$ cat config.mk
export PLATFORM = sky130hd
export DESIGN_NAME = rfr_frame_xfer
export DESIGN_NICKNAME = d
export VERILOG_FILES = /design/src/hw/rfr_pkg.sv /design/src/hw/rfr_frame_xfer.sv
export SDC_FILE = /design/constraint.sdc
export NUM_CORES = 2
export LEC_CHECK = 0
export BUFFER_PORTS_ARGS = -buffer_cell sky130_fd_sc_hd__buf_4
export CORE_UTILIZATION = 48
export CTS_CLUSTER_SIZE = 14
export DETAILED_ROUTE_END_ITERATION = 6
export GPL_ROUTABILITY_DRIVEN = 0
export HOLD_SLACK_MARGIN = 0.08
export PLACE_DENSITY_LB_ADDON = 0.15
export REMOVE_ABC_BUFFERS = 1
export SLEW_MARGIN = 10
export SYNTH_ARGS = -nofsm -noshare
export SYNTH_HDL_FRONTEND = slang
export SYNTH_SLANG_ARGS = --single-unit
$ cat constraint.sdc
create_clock -name clk -period 4.7 [get_ports clk]
set_input_delay 0 -clock clk [delete_from_list [all_inputs] [get_ports clk]]
set_output_delay 0 -clock clk [all_outputs]
set_load 0.005 [all_outputs]
$ cat src/hw/rfr_pkg.sv
// Constants, types and a helper function shared by the radio frame transfer block
package rfr_pkg;

  // ************************************************************
  // Framing and timing
  // ************************************************************
  localparam int          CLK_MHZ        = 40;
  localparam int          PREAMBLE_BYTES = 4;
  localparam logic [1:0]  PRE_LAST       = 2'(PREAMBLE_BYTES - 1);
  localparam logic [7:0]  PREAMBLE_VAL   = 8'h00;
  localparam logic [7:0]  SFD_VAL        = 8'ha7;
  localparam logic [7:0]  MAX_PAYLOAD    = 8'h7d;
  localparam logic [7:0]  FCS_BYTES      = 8'h02;
  localparam logic [7:0]  MAX_FRAME_LEN  = MAX_PAYLOAD + FCS_BYTES;
  localparam int          LQI_TIME_US    = 64;
  localparam logic [11:0] LQI_CYCLES     = 12'(LQI_TIME_US * CLK_MHZ);
  localparam int          CCA_TIME_US    = 128;
  localparam int          CCA_CYCLES     = CCA_TIME_US * CLK_MHZ;
  localparam logic [15:0] CRC_INIT       = 16'h0000;
  localparam logic [15:0] CRC_POLY_REV   = 16'h8408;

  // ************************************************************
  // Buffers and SPI commands
  // ************************************************************
  localparam int          TX_WORDS       = 63;
  localparam int          RX_WORDS       = 65;
  localparam logic [6:0]  LQI_WORD       = 7'h40;
  localparam logic [4:0]  SPI_CMD_LAST   = 5'h07;
  localparam logic [4:0]  SPI_WORD_FIRST = 5'h08;
  localparam logic [4:0]  SPI_WORD_LAST  = 5'h17;
  localparam logic [7:0]  CMD_TXBUF_WR   = 8'h01;
  localparam logic [7:0]  CMD_RXBUF_RD   = 8'h02;
  localparam logic [7:0]  CMD_STRM_WR    = 8'h03;
  localparam logic [7:0]  CMD_STRM_RD    = 8'h04;

  typedef enum logic [2:0] {
    TX_IDLE = 3'h0, TX_PRE = 3'h1, TX_SFD = 3'h2, TX_LEN = 3'h3, TX_PAY = 3'h4, TX_FCS = 3'h5
  } rfr_tx_state_t;

  typedef enum logic [2:0] {
    RX_HUNT = 3'h0, RX_SFD = 3'h1, RX_LEN = 3'h2, RX_PAY = 3'h3, RX_FCS = 3'h4
  } rfr_rx_state_t;

  typedef struct packed {
    logic rxDone;
    logic txDone;
    logic strmRx;
    logic strmTx;
  } rfr_irq_t;

  typedef struct packed {
    logic [7:0] data;
    logic       valid;
  } rfr_byte_t;

  typedef struct packed {
    logic       crcOk;
    logic [7:0] lqi;
  } rfr_rx_status_t;

  // Reflected CRC-16, bit 0 first, as sent on air
  function automatic logic [15:0] rfr_crc_step(input logic [15:0] crc, input logic [7:0] data);
    logic [15:0] c;
    c = crc;
    for (int i = 0; i < 8; i++)
    begin
      c = (c[0] ^ data[i]) ? ((c >> 1) ^ CRC_POLY_REV) : (c >> 1);
    end
    return c;
  endfunction : rfr_crc_step

endpackage : rfr_pkg

$ cat src/hw/rfr_frame_xfer.sv
// Frame transfer core: SPI slave, transmit framer, receive parser, link quality and CCA
`timescale 1ns/1ps
module rfr_frame_xfer
  import rfr_pkg::*;
#(
  parameter int unsigned CCA_CYCLES_P = CCA_CYCLES
)(
  input  wire logic           clk,
  input  wire logic           rst_n,
  input  wire logic           spiSclk,
  input  wire logic           spiCsN,
  input  wire logic           spiMosi,
  output logic                spiMisoOut,
  output logic                spiMisoOeN,
  output logic                irq,
  output rfr_irq_t            irqCause,
  input  wire logic           streamMode,
  input  wire logic           txReq,
  input  wire logic [6:0]     txPayLen,
  output logic [7:0]          txByte,
  output logic                txValid,
  input  wire logic           txReady,
  output logic                txBusy,
  input  wire logic           rxEnable,
  input  wire rfr_byte_t      rxIn,
  output rfr_rx_status_t      rxStatus,
  input  wire logic [7:0]     energy,
  input  wire logic           ccaReq,
  input  wire logic [23:0]    ccaLimit,
  output logic                ccaBusy,
  output logic                ccaDone
);

  // ************************************************************
  // Pin synchronisers: order is {sclk, csN, mosi}
  // ************************************************************
  logic [2:0] pinS1_ff, pinS2_ff, pinS3_ff, pinFilt_ff;
  wire  [2:0] pinDiff      = pinS2_ff ^ pinS3_ff;
  wire  [2:0] nxt_pinFilt  = (pinS2_ff & ~pinDiff) | (pinFilt_ff & pinDiff);
  wire        csFall       = pinFilt_ff[1] & ~nxt_pinFilt[1];
  wire        sclkRise     = ~pinFilt_ff[2] & nxt_pinFilt[2] & ~nxt_pinFilt[1];
  wire        sclkFall     = pinFilt_ff[2] & ~nxt_pinFilt[2] & ~nxt_pinFilt[1];
  wire        mosiBit      = nxt_pinFilt[0];

  always_ff @(posedge clk)
  begin
    if (!rst_n)
    begin
      pinS1_ff   <= 3'h2;
      pinS2_ff   <= 3'h2;
      pinS3_ff   <= 3'h2;
      pinFilt_ff <= 3'h2;
    end
    else
    begin
      pinS1_ff   <= {spiSclk, spiCsN, spiMosi};
      pinS2_ff   <= pinS1_ff;
      pinS3_ff   <= pinS2_ff;
      pinFilt_ff <= nxt_pinFilt;
    end
  end

  // ************************************************************
  // SPI slave: 8-bit command then 16-bit words, MSB first, mode 0
  // ************************************************************
  logic [4:0]  bitCnt_ff;
  logic [14:0] shIn_ff;
  logic [7:0]  cmd_ff;
  logic [6:0]  ptr_ff;
  logic [15:0] misoSh_ff;
  logic [15:0] txBuf [TX_WORDS];
  logic [15:0] rxBuf [RX_WORDS];
  logic [15:0] strmTxWord_ff, strmRxWord_ff;
  logic        strmTxFull_ff;

  wire        cmdDone   = sclkRise && (bitCnt_ff == SPI_CMD_LAST);
  wire        wordDone  = sclkRise && (bitCnt_ff == SPI_WORD_LAST);
  wire [15:0] wordIn    = {shIn_ff, mosiBit};
  wire        bufWr     = wordDone && (cmd_ff == CMD_TXBUF_WR) && (ptr_ff < 7'(TX_WORDS));
  wire        strmWr    = wordDone && (cmd_ff == CMD_STRM_WR);
  wire        rdLoad    = sclkFall && (bitCnt_ff == SPI_WORD_FIRST);
  wire        rxBufRd   = (cmd_ff == CMD_RXBUF_RD) && (ptr_ff < 7'(RX_WORDS));
  wire [15:0] rdWord    = rxBufRd ? rxBuf[ptr_ff] :
                          (cmd_ff == CMD_STRM_RD) ? strmRxWord_ff : 16'h0000;
  wire        ptrStep   = bufWr || (rdLoad && rxBufRd);

  always_ff @(posedge clk)
  begin
    if (!rst_n || csFall)
    begin
      bitCnt_ff <= 5'h00;
      shIn_ff   <= 15'h0000;
      cmd_ff    <= 8'h00;
      ptr_ff    <= 7'h00;
      misoSh_ff <= 16'h0000;
    end
    else
    begin
      if (sclkRise)
      begin
        shIn_ff   <= wordIn[14:0];
        bitCnt_ff <= wordDone ? SPI_WORD_FIRST : bitCnt_ff + 5'h01;
      end
      if (cmdDone)
        cmd_ff <= wordIn[7:0];
      if (ptrStep)
        ptr_ff <= ptr_ff + 7'h01;
      if (rdLoad)
        misoSh_ff <= rdWord;
      else if (sclkFall)
        misoSh_ff <= {misoSh_ff[14:0], 1'b0};
    end
  end

  assign spiMisoOut = misoSh_ff[15];
  assign spiMisoOeN = pinFilt_ff[1];

  // Host writes the whole payload first, then pulses txReq
  always_ff @(posedge clk)
  begin
    if (bufWr)
      txBuf[ptr_ff[5:0]] <= wordIn;
  end

  // ************************************************************
  // Transmit framer
  // ************************************************************
  rfr_tx_state_t txState_ff, nxt_txState;
  logic [6:0]    txCnt_ff, nxt_txCnt;
  logic [6:0]    txLen_ff;
  logic [15:0]   txCrc_ff;
  logic [7:0]    txByte_ff;
  logic          txRdy_ff;
  logic [7:0]    curByte;

  wire        txStart   = txReq && (txState_ff == TX_IDLE) && ({1'b0, txPayLen} <= MAX_PAYLOAD);
  wire        txAccept  = txRdy_ff && txReady;
  wire        lastPay   = (txCnt_ff == txLen_ff - 7'h01);
  wire [15:0] payWord   = streamMode ? strmTxWord_ff : txBuf[txCnt_ff[6:1]];
  wire [7:0]  payByte   = txCnt_ff[0] ? payWord[15:8] : payWord[7:0];
  wire        srcAvail  = !(streamMode && (txState_ff == TX_PAY)) || strmTxFull_ff;
  wire        txFetch   = (txState_ff != TX_IDLE) && !txRdy_ff && srcAvail;
  wire        txLast    = txAccept && (txState_ff == TX_FCS) && txCnt_ff[0];
  wire        strmUse   = txAccept && streamMode && (txState_ff == TX_PAY)
                          && (txCnt_ff[0] || lastPay);
  wire        strmNeed  = streamMode && !strmTxFull_ff && (txLen_ff != 7'h00)
                          && (txState_ff inside {TX_PRE, TX_SFD, TX_LEN, TX_PAY});

  always_comb
  begin
    unique case (txState_ff)
      TX_IDLE: curByte = PREAMBLE_VAL;
      TX_PRE:  curByte = PREAMBLE_VAL;
      TX_SFD:  curByte = SFD_VAL;
      TX_LEN:  curByte = {1'b0, txLen_ff} + FCS_BYTES;
      TX_PAY:  curByte = payByte;
      TX_FCS:  curByte = txCnt_ff[0] ? txCrc_ff[15:8] : txCrc_ff[7:0];
      default: curByte = PREAMBLE_VAL;
    endcase
  end

  always_comb
  begin
    nxt_txState = txState_ff;
    nxt_txCnt   = txCnt_ff;
    if (txStart)
    begin
      nxt_txState = TX_PRE;
      nxt_txCnt   = 7'h00;
    end
    else if (txAccept)
    begin
      nxt_txCnt = txCnt_ff + 7'h01;
      unique case (txState_ff)
        TX_PRE:
        begin
          if (txCnt_ff[1:0] == PRE_LAST)
            nxt_txState = TX_SFD;
        end
        TX_SFD: nxt_txState = TX_LEN;
        TX_LEN:
        begin
          nxt_txState = (txLen_ff == 7'h00) ? TX_FCS : TX_PAY;
          nxt_txCnt   = 7'h00;
        end
        TX_PAY:
        begin
          if (lastPay)
          begin
            nxt_txState = TX_FCS;
            nxt_txCnt   = 7'h00;
          end
        end
        TX_FCS:
        begin
          if (txCnt_ff[0])
            nxt_txState = TX_IDLE;
        end
        default: nxt_txState = TX_IDLE;
      endcase
    end
  end

  always_ff @(posedge clk)
  begin
    if (!rst_n)
    begin
      txState_ff    <= TX_IDLE;
      txCnt_ff      <= 7'h00;
      txLen_ff      <= 7'h00;
      txCrc_ff      <= CRC_INIT;
      txByte_ff     <= 8'h00;
      txRdy_ff      <= 1'b0;
      strmTxWord_ff <= 16'h0000;
      strmTxFull_ff <= 1'b0;
    end
    else
    begin
      txState_ff <= nxt_txState;
      txCnt_ff   <= nxt_txCnt;
      if (txStart)
      begin
        txLen_ff <= txPayLen;
        txCrc_ff <= CRC_INIT;
      end
      else if (txAccept && (txState_ff == TX_PAY))
        txCrc_ff <= rfr_crc_step(txCrc_ff, txByte_ff);
      if (txFetch)
        txByte_ff <= curByte;
      txRdy_ff <= txFetch || (txRdy_ff && !txReady);
      if (strmWr)
        strmTxWord_ff <= wordIn;
      strmTxFull_ff <= strmWr || (strmTxFull_ff && !strmUse);
    end
  end

  assign txByte  = txByte_ff;
  assign txValid = txRdy_ff;
  assign txBusy  = (txState_ff != TX_IDLE);

  // ************************************************************
  // Receive parser, buffer store and link quality
  // ************************************************************
  rfr_rx_state_t  rxState_ff;
  logic [6:0]     rxCnt_ff, rxLen_ff;
  logic [15:0]    rxCrc_ff;
  logic [7:0]     rxLow_ff, fcsLo_ff;
  rfr_rx_status_t rxStatus_ff;
  logic [11:0]    lqiCnt_ff;
  logic [19:0]    lqiAcc_ff;

  wire        rxEv      = rxIn.valid && rxEnable;
  wire [7:0]  rxData    = rxIn.data;
  wire        preDone   = rxEv && (rxState_ff == RX_HUNT) && (rxData == PREAMBLE_VAL)
                          && (rxCnt_ff[1:0] == PRE_LAST);
  wire        lenBad    = (rxData > MAX_FRAME_LEN) || (rxData < FCS_BYTES);
  wire        inBody    = (rxState_ff == RX_PAY) || (rxState_ff == RX_FCS);
  wire        rxLastB   = (rxCnt_ff == rxLen_ff - 7'h01);
  wire        rxLastPay = (rxCnt_ff == rxLen_ff - 7'h03);
  wire        rxWr      = rxEv && inBody && (rxCnt_ff[0] || rxLastB);
  wire [15:0] rxWrData  = rxCnt_ff[0] ? {rxData, rxLow_ff} : {8'h00, rxData};
  wire        rxEnd     = rxEv && (rxState_ff == RX_FCS) && rxLastB;
  wire        crcMatch  = ({rxData, fcsLo_ff} == rxCrc_ff);
  wire        lqiEnd    = (lqiCnt_ff == 12'h001);
  // The sample on the closing edge counts too, so the window holds a full 64 us
  wire [19:0] lqiSum    = lqiAcc_ff + {12'h000, energy};
  wire [7:0]  lqiVal    = lqiSum[19:12];

  always_ff @(posedge clk)
  begin
    if (!rst_n)
    begin
      rxState_ff  <= RX_HUNT;
      rxCnt_ff    <= 7'h00;
      rxLen_ff    <= 7'h00;
      rxCrc_ff    <= CRC_INIT;
      rxLow_ff    <= 8'h00;
      fcsLo_ff    <= 8'h00;
      rxStatus_ff <= '0;
    end
    else if (rxEv)
    begin
      rxCnt_ff <= rxCnt_ff + 7'h01;
      rxLow_ff <= rxData;
      unique case (rxState_ff)
        RX_HUNT:
        begin
          if (rxData != PREAMBLE_VAL)
            rxCnt_ff <= 7'h00;
          else if (preDone)
            rxState_ff <= RX_SFD;
        end
        RX_SFD:
        begin
          if (rxData == SFD_VAL)
            rxState_ff <= RX_LEN;
          else if (rxData != PREAMBLE_VAL)
            rxState_ff <= RX_HUNT;
          rxCnt_ff <= 7'h00;
        end
        RX_LEN:
        begin
          rxLen_ff   <= rxData[6:0];
          rxCrc_ff   <= CRC_INIT;
          rxCnt_ff   <= 7'h00;
          rxState_ff <= lenBad ? RX_HUNT : (rxData == FCS_BYTES) ? RX_FCS : RX_PAY;
        end
        RX_PAY:
        begin
          rxCrc_ff <= rfr_crc_step(rxCrc_ff, rxData);
          if (rxLastPay)
            rxState_ff <= RX_FCS;
        end
        RX_FCS:
        begin
          fcsLo_ff <= rxData;
          if (rxLastB)
          begin
            rxStatus_ff.crcOk <= crcMatch;
            rxState_ff        <= RX_HUNT;
            rxCnt_ff          <= 7'h00;
          end
        end
        default: rxState_ff <= RX_HUNT;
      endcase
    end
    if (rst_n && lqiEnd)
      rxStatus_ff.lqi <= lqiVal;
  end

  // Link quality window opens on the last preamble byte; frames are shorter than a retrigger
  always_ff @(posedge clk)
  begin
    if (!rst_n)
    begin
      lqiCnt_ff <= 12'h000;
      lqiAcc_ff <= 20'h00000;
    end
    else if (preDone)
    begin
      lqiCnt_ff <= LQI_CYCLES;
      lqiAcc_ff <= 20'h00000;
    end
    else if (lqiCnt_ff != 12'h000)
    begin
      lqiCnt_ff <= lqiCnt_ff - 12'h001;
      lqiAcc_ff <= lqiSum;
    end
  end

  // Payload and check bytes packed low byte first; quality word sits after them
  always_ff @(posedge clk)
  begin
    if (rxWr)
      rxBuf[rxCnt_ff[6:1]] <= rxWrData;
    if (lqiEnd)
      rxBuf[LQI_WORD] <= {8'h00, lqiVal};
  end

  always_ff @(posedge clk)
  begin
    if (!rst_n)
      strmRxWord_ff <= 16'h0000;
    else if (rxWr && streamMode)
      strmRxWord_ff <= rxWrData;
  end

  assign rxStatus = rxStatus_ff;

  // ************************************************************
  // Channel-clear assessment
  // ************************************************************
  logic [15:0] ccaCnt_ff;
  logic [23:0] ccaAcc_ff;
  logic        ccaBusy_ff, ccaDone_ff;
  wire  [23:0] ccaSum   = ccaAcc_ff + {16'h0000, energy};
  wire         ccaStart = ccaReq && (ccaCnt_ff == 16'h0000);
  wire         ccaLast  = (ccaCnt_ff == 16'h0001);

  always_ff @(posedge clk)
  begin
    if (!rst_n)
    begin
      ccaCnt_ff  <= 16'h0000;
      ccaAcc_ff  <= 24'h000000;
      ccaBusy_ff <= 1'b0;
      ccaDone_ff <= 1'b0;
    end
    else
    begin
      ccaDone_ff <= ccaLast;
      if (ccaStart)
      begin
        ccaCnt_ff <= 16'(CCA_CYCLES_P);
        ccaAcc_ff <= 24'h000000;
      end
      else if (ccaCnt_ff != 16'h0000)
      begin
        ccaCnt_ff <= ccaCnt_ff - 16'h0001;
        ccaAcc_ff <= ccaSum;
      end
      if (ccaLast)
        ccaBusy_ff <= (ccaSum >= ccaLimit);
    end
  end

  assign ccaBusy = ccaBusy_ff;
  assign ccaDone = ccaDone_ff;

  // ************************************************************
  // Interrupt causes: sticky, cleared by the next chip select, a new event wins
  // ************************************************************
  rfr_irq_t irqCause_ff, irqSet;
  assign irqSet.rxDone = rxEnd;
  assign irqSet.txDone = txLast;
  assign irqSet.strmRx = rxWr && streamMode;
  assign irqSet.strmTx = strmNeed;

  always_ff @(posedge clk)
  begin
    if (!rst_n)
      irqCause_ff <= '0;
    else
      irqCause_ff <= (csFall ? rfr_irq_t'('0) : irqCause_ff) | irqSet;
  end

  assign irqCause = irqCause_ff;
  assign irq      = |irqCause_ff;
endmodule : rfr_frame_xfer

Yosys cells after proc, flatten, opt, wreduce, memory -nomap -nowiden:

Memories as Yosys holds them, arrays and structs flattened. A register that Yosys moved wholly into a read port is not among the register bits.
Index checks and enable logic that the tools add are counted.

* add/sub/neg operators: 12
* magnitude comparators: 6
* equal/unequal tests: 38
* mux-type cells: 65
* bitwise operators: 47
* reduce and logical (&&, ||, !) cells: 79

Operators with widths (number)
* $mux 16: 22
* $not 2->3: 16
* $logic_and 1x1->1: 36
* $mux 7: 5
* $mux 3: 11
* $mux 8: 4
* $pmux 16 s2: 1
* $pmux 8 s4: 1
* $pmux 3 s5: 2
* $mux 13: 2
* $add 24x8->24: 1
* $eq 8x2->1 const B: 3
* $ge 24x24->1: 1
* $mux 12: 2
* $add 7x1->7 const B: 3
* $eq 7x7->1: 3
* $pmux 7 s3: 1
* $add 20x8->20: 1
* $eq 16x1->1 const B: 1
* $eq 16x16->1: 1
* $logic_not 16->1: 1
* $reduce_bool 16->1: 1
* $sub 16x1->16 const B: 1
* $xor 1x1->1: 16
* 54 further kinds: 111

* bits in registers: 274
* bits in writable memories: 2048
* logic and storage cells: 288
* memories kept: 2

Memory list
* rxBuf: depth 65, bits a word 16, read ports 1, clocked after Yosys merged registers in 1, write ports 2, line rfr_frame_xfer.sv:72 `logic [15:0] rxBuf [RX_WORDS];`
* txBuf: depth 63, bits a word 16, read ports 1, clocked after Yosys merged registers in 1, write ports 1, line rfr_frame_xfer.sv:71 `logic [15:0] txBuf [TX_WORDS];`

Longest topological paths before layout:

* depth in word-level cells: 17
* gate-level depth with buffers: 17

Worst setup path after synthesis:

OpenSTA, ideal clock, no wires.

* kind: flip-flop to flip-flop
* start: reg rxLen_ff[0]
* end: mem rxBuf[41][0], enable pin
* setup time: 0.389 ns
* arrival: 3.090 ns
* required time: 4.311 ns
* setup slack: 1.222 ns
* stages on the path, launching flop included: 11
* path buffers: 1
* period minus slack after synthesis: 3.478 ns
* path through: dfxtp_1 -> inv_1 -> ha_1 -> xnor2_1 -> a221oi_1 -> nand2_1 -> nor4_4 -> o21ai_1 -> or4b_1 -> buf_2 -> nor2_1

RTL lines
* start, declared: line rfr_frame_xfer.sv:245 `logic [6:0] rxCnt_ff, rxLen_ff;`
* start signal, assigned: line rfr_frame_xfer.sv:303 `rxLen_ff <= rxData[6:0];`
* end, declared: line rfr_frame_xfer.sv:72

Final worst setup path:

* start: reg ccaAcc_ff[1]
* end: reg ccaBusy_ff (netlist: ccaBusy)

* cells in the longest elaborated chain, start to end: 2

RTL lines
* start, declared: line rfr_frame_xfer.sv:374 `logic [23:0] ccaAcc_ff;`
* start signal, assigned: line rfr_frame_xfer.sv:400 `ccaAcc_ff <= ccaSum;`
* $add 24x8->24: line rfr_frame_xfer.sv:376 `wire [23:0] ccaSum = ccaAcc_ff + {16'h0000, energy};`
* net ccaSum[9]: line rfr_frame_xfer.sv:376
* $ge 24x24->1: line rfr_frame_xfer.sv:403 `ccaBusy_ff <= (ccaSum >= ccaLimit);`
* end signal, assigned: line rfr_frame_xfer.sv:403
* end, declared: line rfr_frame_xfer.sv:375 `logic ccaBusy_ff, ccaDone_ff;`

The timed path passes the listed nets, and every way through them passes these cells.
A chain may end at the register's enable or synchronous reset.

==> flow_summary.yaml <==
critical_path:
  critPathKind: "flop to flop"
  arrival_ns: 5.12
  start_kind: "flop"
  end_kind: "flop"
  cp_max_fo: 6
  crit_required_ns: 5.42
  ff2ff_path_depth: 19
  reg2reg_to: "ccaBusy"
  reg2reg_slack_ns: 0.30
  r2r_start: "ccaAcc_ff[1]"
power_and_ir_drop:
  total_power_mw: 42.8
  internal_power_mw: 33.8
  p_leak_nw: 32.9
  p_per_area_mw_per_mm2: 401
  seqPwrFrac_pct: 52.9
  p_comb_share_pct: 4.5
  switching_share_pct: 21.1
  vdd_drop_max_v: 0.000441
  power.share.clock_pct: 42.7
  power.net_switching_mw: 9.03
finish:
  fillers: 14800
  drive_gt1_share_pct: 22.7
  syn2layout_area_growth_pct: 14.4
  nets: 5801
  fin_area_mm2: 0.107
logic_synthesis:
  yosysTopAreaCellShare_pct: 65.9
  synth_seq_cells: 2327
  synth_commonest_cells: "edfxtp_1, mux4_2, nor2_1, nand2_1, dfxtp_1"
  seq_area_frac_synth_pct: 71.9
  synthTopCellsByArea: "edfxtp_1, mux4_2, dfxtp_1, mux2i_1, nor2_1"
  synth_area_leader_cell: "edfxtp_1"
  ys_warn_count: 0
  synth_area_per_cell_um2: 17.6
  async_flop_share_pct: 0
  synth_enable_flop_cells: 2048
  synth_ff_type: "edfxtp_1"
  syn-instance-count: 5289
  synth_area_mm2: 0.0933
  yosysMostFrequentCell: "edfxtp_1"
  synth_cell_types: 93
clock_network:
  cts_resized: 0
  clk_pin_slew_ns: 0.06
  clkSinkCount: 2327
  cts_made_buffers: 227
  cts_tree: "built"
  cts_root_buffer: "clkbuf_16"
  clock_path_buffers: 3
  insertion_delay_ns: 0.85
  htreeDepth: 4
route:
  wl_um: 248000
  wl_per_cell_um: 29.5
  firstDrtPassIters: 6
  first_iter_violations: 5101
  drc_errors: 0
  ant_nets: 0
  vias: 50800
  vias_per_cell: 6.05
grt:
  antenna_found_initial: 10
  grt_max_degree: 67
  grtUsageTotal_pct: 25.3
  grt_pass1_vias: 49900
  grt_pass1_wl_um: 359000
  overflow: 0
timing:
  setup_violations: 0
  worst_slew_pin_slew_ns: 1.19
  tns_ns: 0
  holdWs_ns: 0.150
  fin_skew_ns: 0.0224
  relSlewSlack_pct: 20.6
  period_share_pct: 93.6
  clock.fmax_ghz: 0.227
  slew_viol_final: 0
  hold_violations: 0
  setup_slack_ns: 0.301
  rsz0062_at_grt: "false"
  period_minus_slack_ns: 4.40
floorplanning:
  die_x_um: 443
  die_h_um: 443
  fp-row-count: 161
  start_util_pct: 48.4
  dieArea_mm2: 0.196
  ioPinCount: 86
  core_mm2: 0.193
hold_path:
  whs_endpoint: "ccaCnt_ff[10]"
  worstHoldStart: "ccaReq"
  whs_path_depth: 4
  hold_path_class: "input port to flop"
job:
  drv_cap: 0
outcome:
  status: "complete, no violations"
place:
  dpl_cell_area_mm2: 0.0983
  place_ws_ns: 0.804
  io_buffers: 85
  hpwl_um: 156000
==> worst max-delay path: stages, from the launching register on <==
cell and delay [ns]:
dfxtp_1 0.38, ha_1 0.25, a21o_1 0.15, a21oi_1 0.30, o21a_1 0.19, o21ai_0 0.10, buf_4 0.18, and2_1 0.19
nand2_1 0.09, xnor2_1 0.13, ha_1 0.27, a21o_1 0.19, a21oi_1 0.15, nor2b_1 0.06, o211ai_1 0.16, a31oi_1 0.10
a211oi_1 0.18, dlygate4sd3_1 0.57, o21ai_0 0.07, dlygate4sd3_1 0.56
==> area by class of cell <==
cell class,instances,area (um2),share of cell area (%)
sequential,2327,67100,62.9
multi-input combinational,2607,24700,23.2
clock buffer,310,6310,5.91
timing repair buffer,460,3900,3.66
tap,2526,3160,2.96
clock inverter,115,1180,1.11
inverter,63,238,0.223
antenna,3,7.51,0.00704
==> per-layer routing <==
layer	global-route usage [%]	wire (um)	vias up
met4	9.57	9940	6
li1	-	-	21800
met1	35.7	103000	26600
met2	39.9	118000	1964
met5	0	41	-
met3	3.76	16400	410
==> placed cells by master, fill, tap and decap left out, types with 118 or more instances in the layout <==
| cell | instances |
|---|---|
| a21oi_1 | 178 |
| buf_4 | 352 |
| clkbuf_16 | 235 |
| dfxtp_1 | 255 |
| edfxtp_1 | 2048 |
| mux2i_1 | 127 |
| mux4_2 | 515 |
| nand2_1 | 330 |
| nor2_1 | 320 |
| o21ai_0 | 118 |
==> kinds of logic (layout without fill, tap and decap cells) <==
logic type,Yosys count,after routing,share of synthesized area (%)
flops,2327,2327,71.9
buf+inv,355,948,1.67
compound gates,620,620,4.32
xor+xnor,173,173,1.62
fa+ha+maj,59,59,0.802
other cells,0,3,0
mux,682,682,14.3
simple gates,1073,1073,5.39
==> how the worst max path moves through the flow <==
stage                               end  slack [ns]          from
final                           ccaBusy        0.30  ccaAcc_ff[1]
after global routing            ccaBusy        0.07  ccaAcc_ff[1]
after CTS                       ccaBusy        0.37  ccaAcc_ff[1]
after detailed placement  rxBuf[18][15]        0.80   rxLen_ff[0]
after global placement     rxBuf[26][8]        0.80   rxLen_ff[0]
after floorplan               txByte[0]       -7.86          flop
==> per-stage QoR <==
step | std cells | utilization [%]
2_1_floorplan | 4997 | -
3_3_place_gp | 7893 | 51.0
3_5_place_dp | 7893 | 51.0
4_1_cts | 8408 | 55.3
5_1_grt | 8409 | 55.3
6_report | 8411 | 55.3
==> power by group through the flow <==
stage	sequential [mW]	combinational [mW]	clock, mW
3_3_place_gp	23.1	1.75	0
3_5_place_dp	23.1	1.78	0
6_report	22.6	1.91	18.3
4_1_cts	22.6	1.90	18.6
5_1_grt	22.7	2.13	19.3
2_1_floorplan	23.1	1.18	0
==> sequential cells by signal, indices dropped and copies added (netlist names), 15 cells and up, named ones only <==
name and count:
strmRxWord_ff 16, rxCrc_ff 16, lqiAcc_ff 20, strmTxWord_ff 16, shIn_ff 15, ccaCnt_ff 16, misoSh_ff 16, txBuf 1008
ccaAcc_ff 24, rxBuf 1032, txCrc_ff 16
==> timing repair <==
item,in CTS,in global routing
buffers inserted,0,0
hold buffers,90,0
hold endpoints to repair,452,0
(Power assumes the default switching activity.)
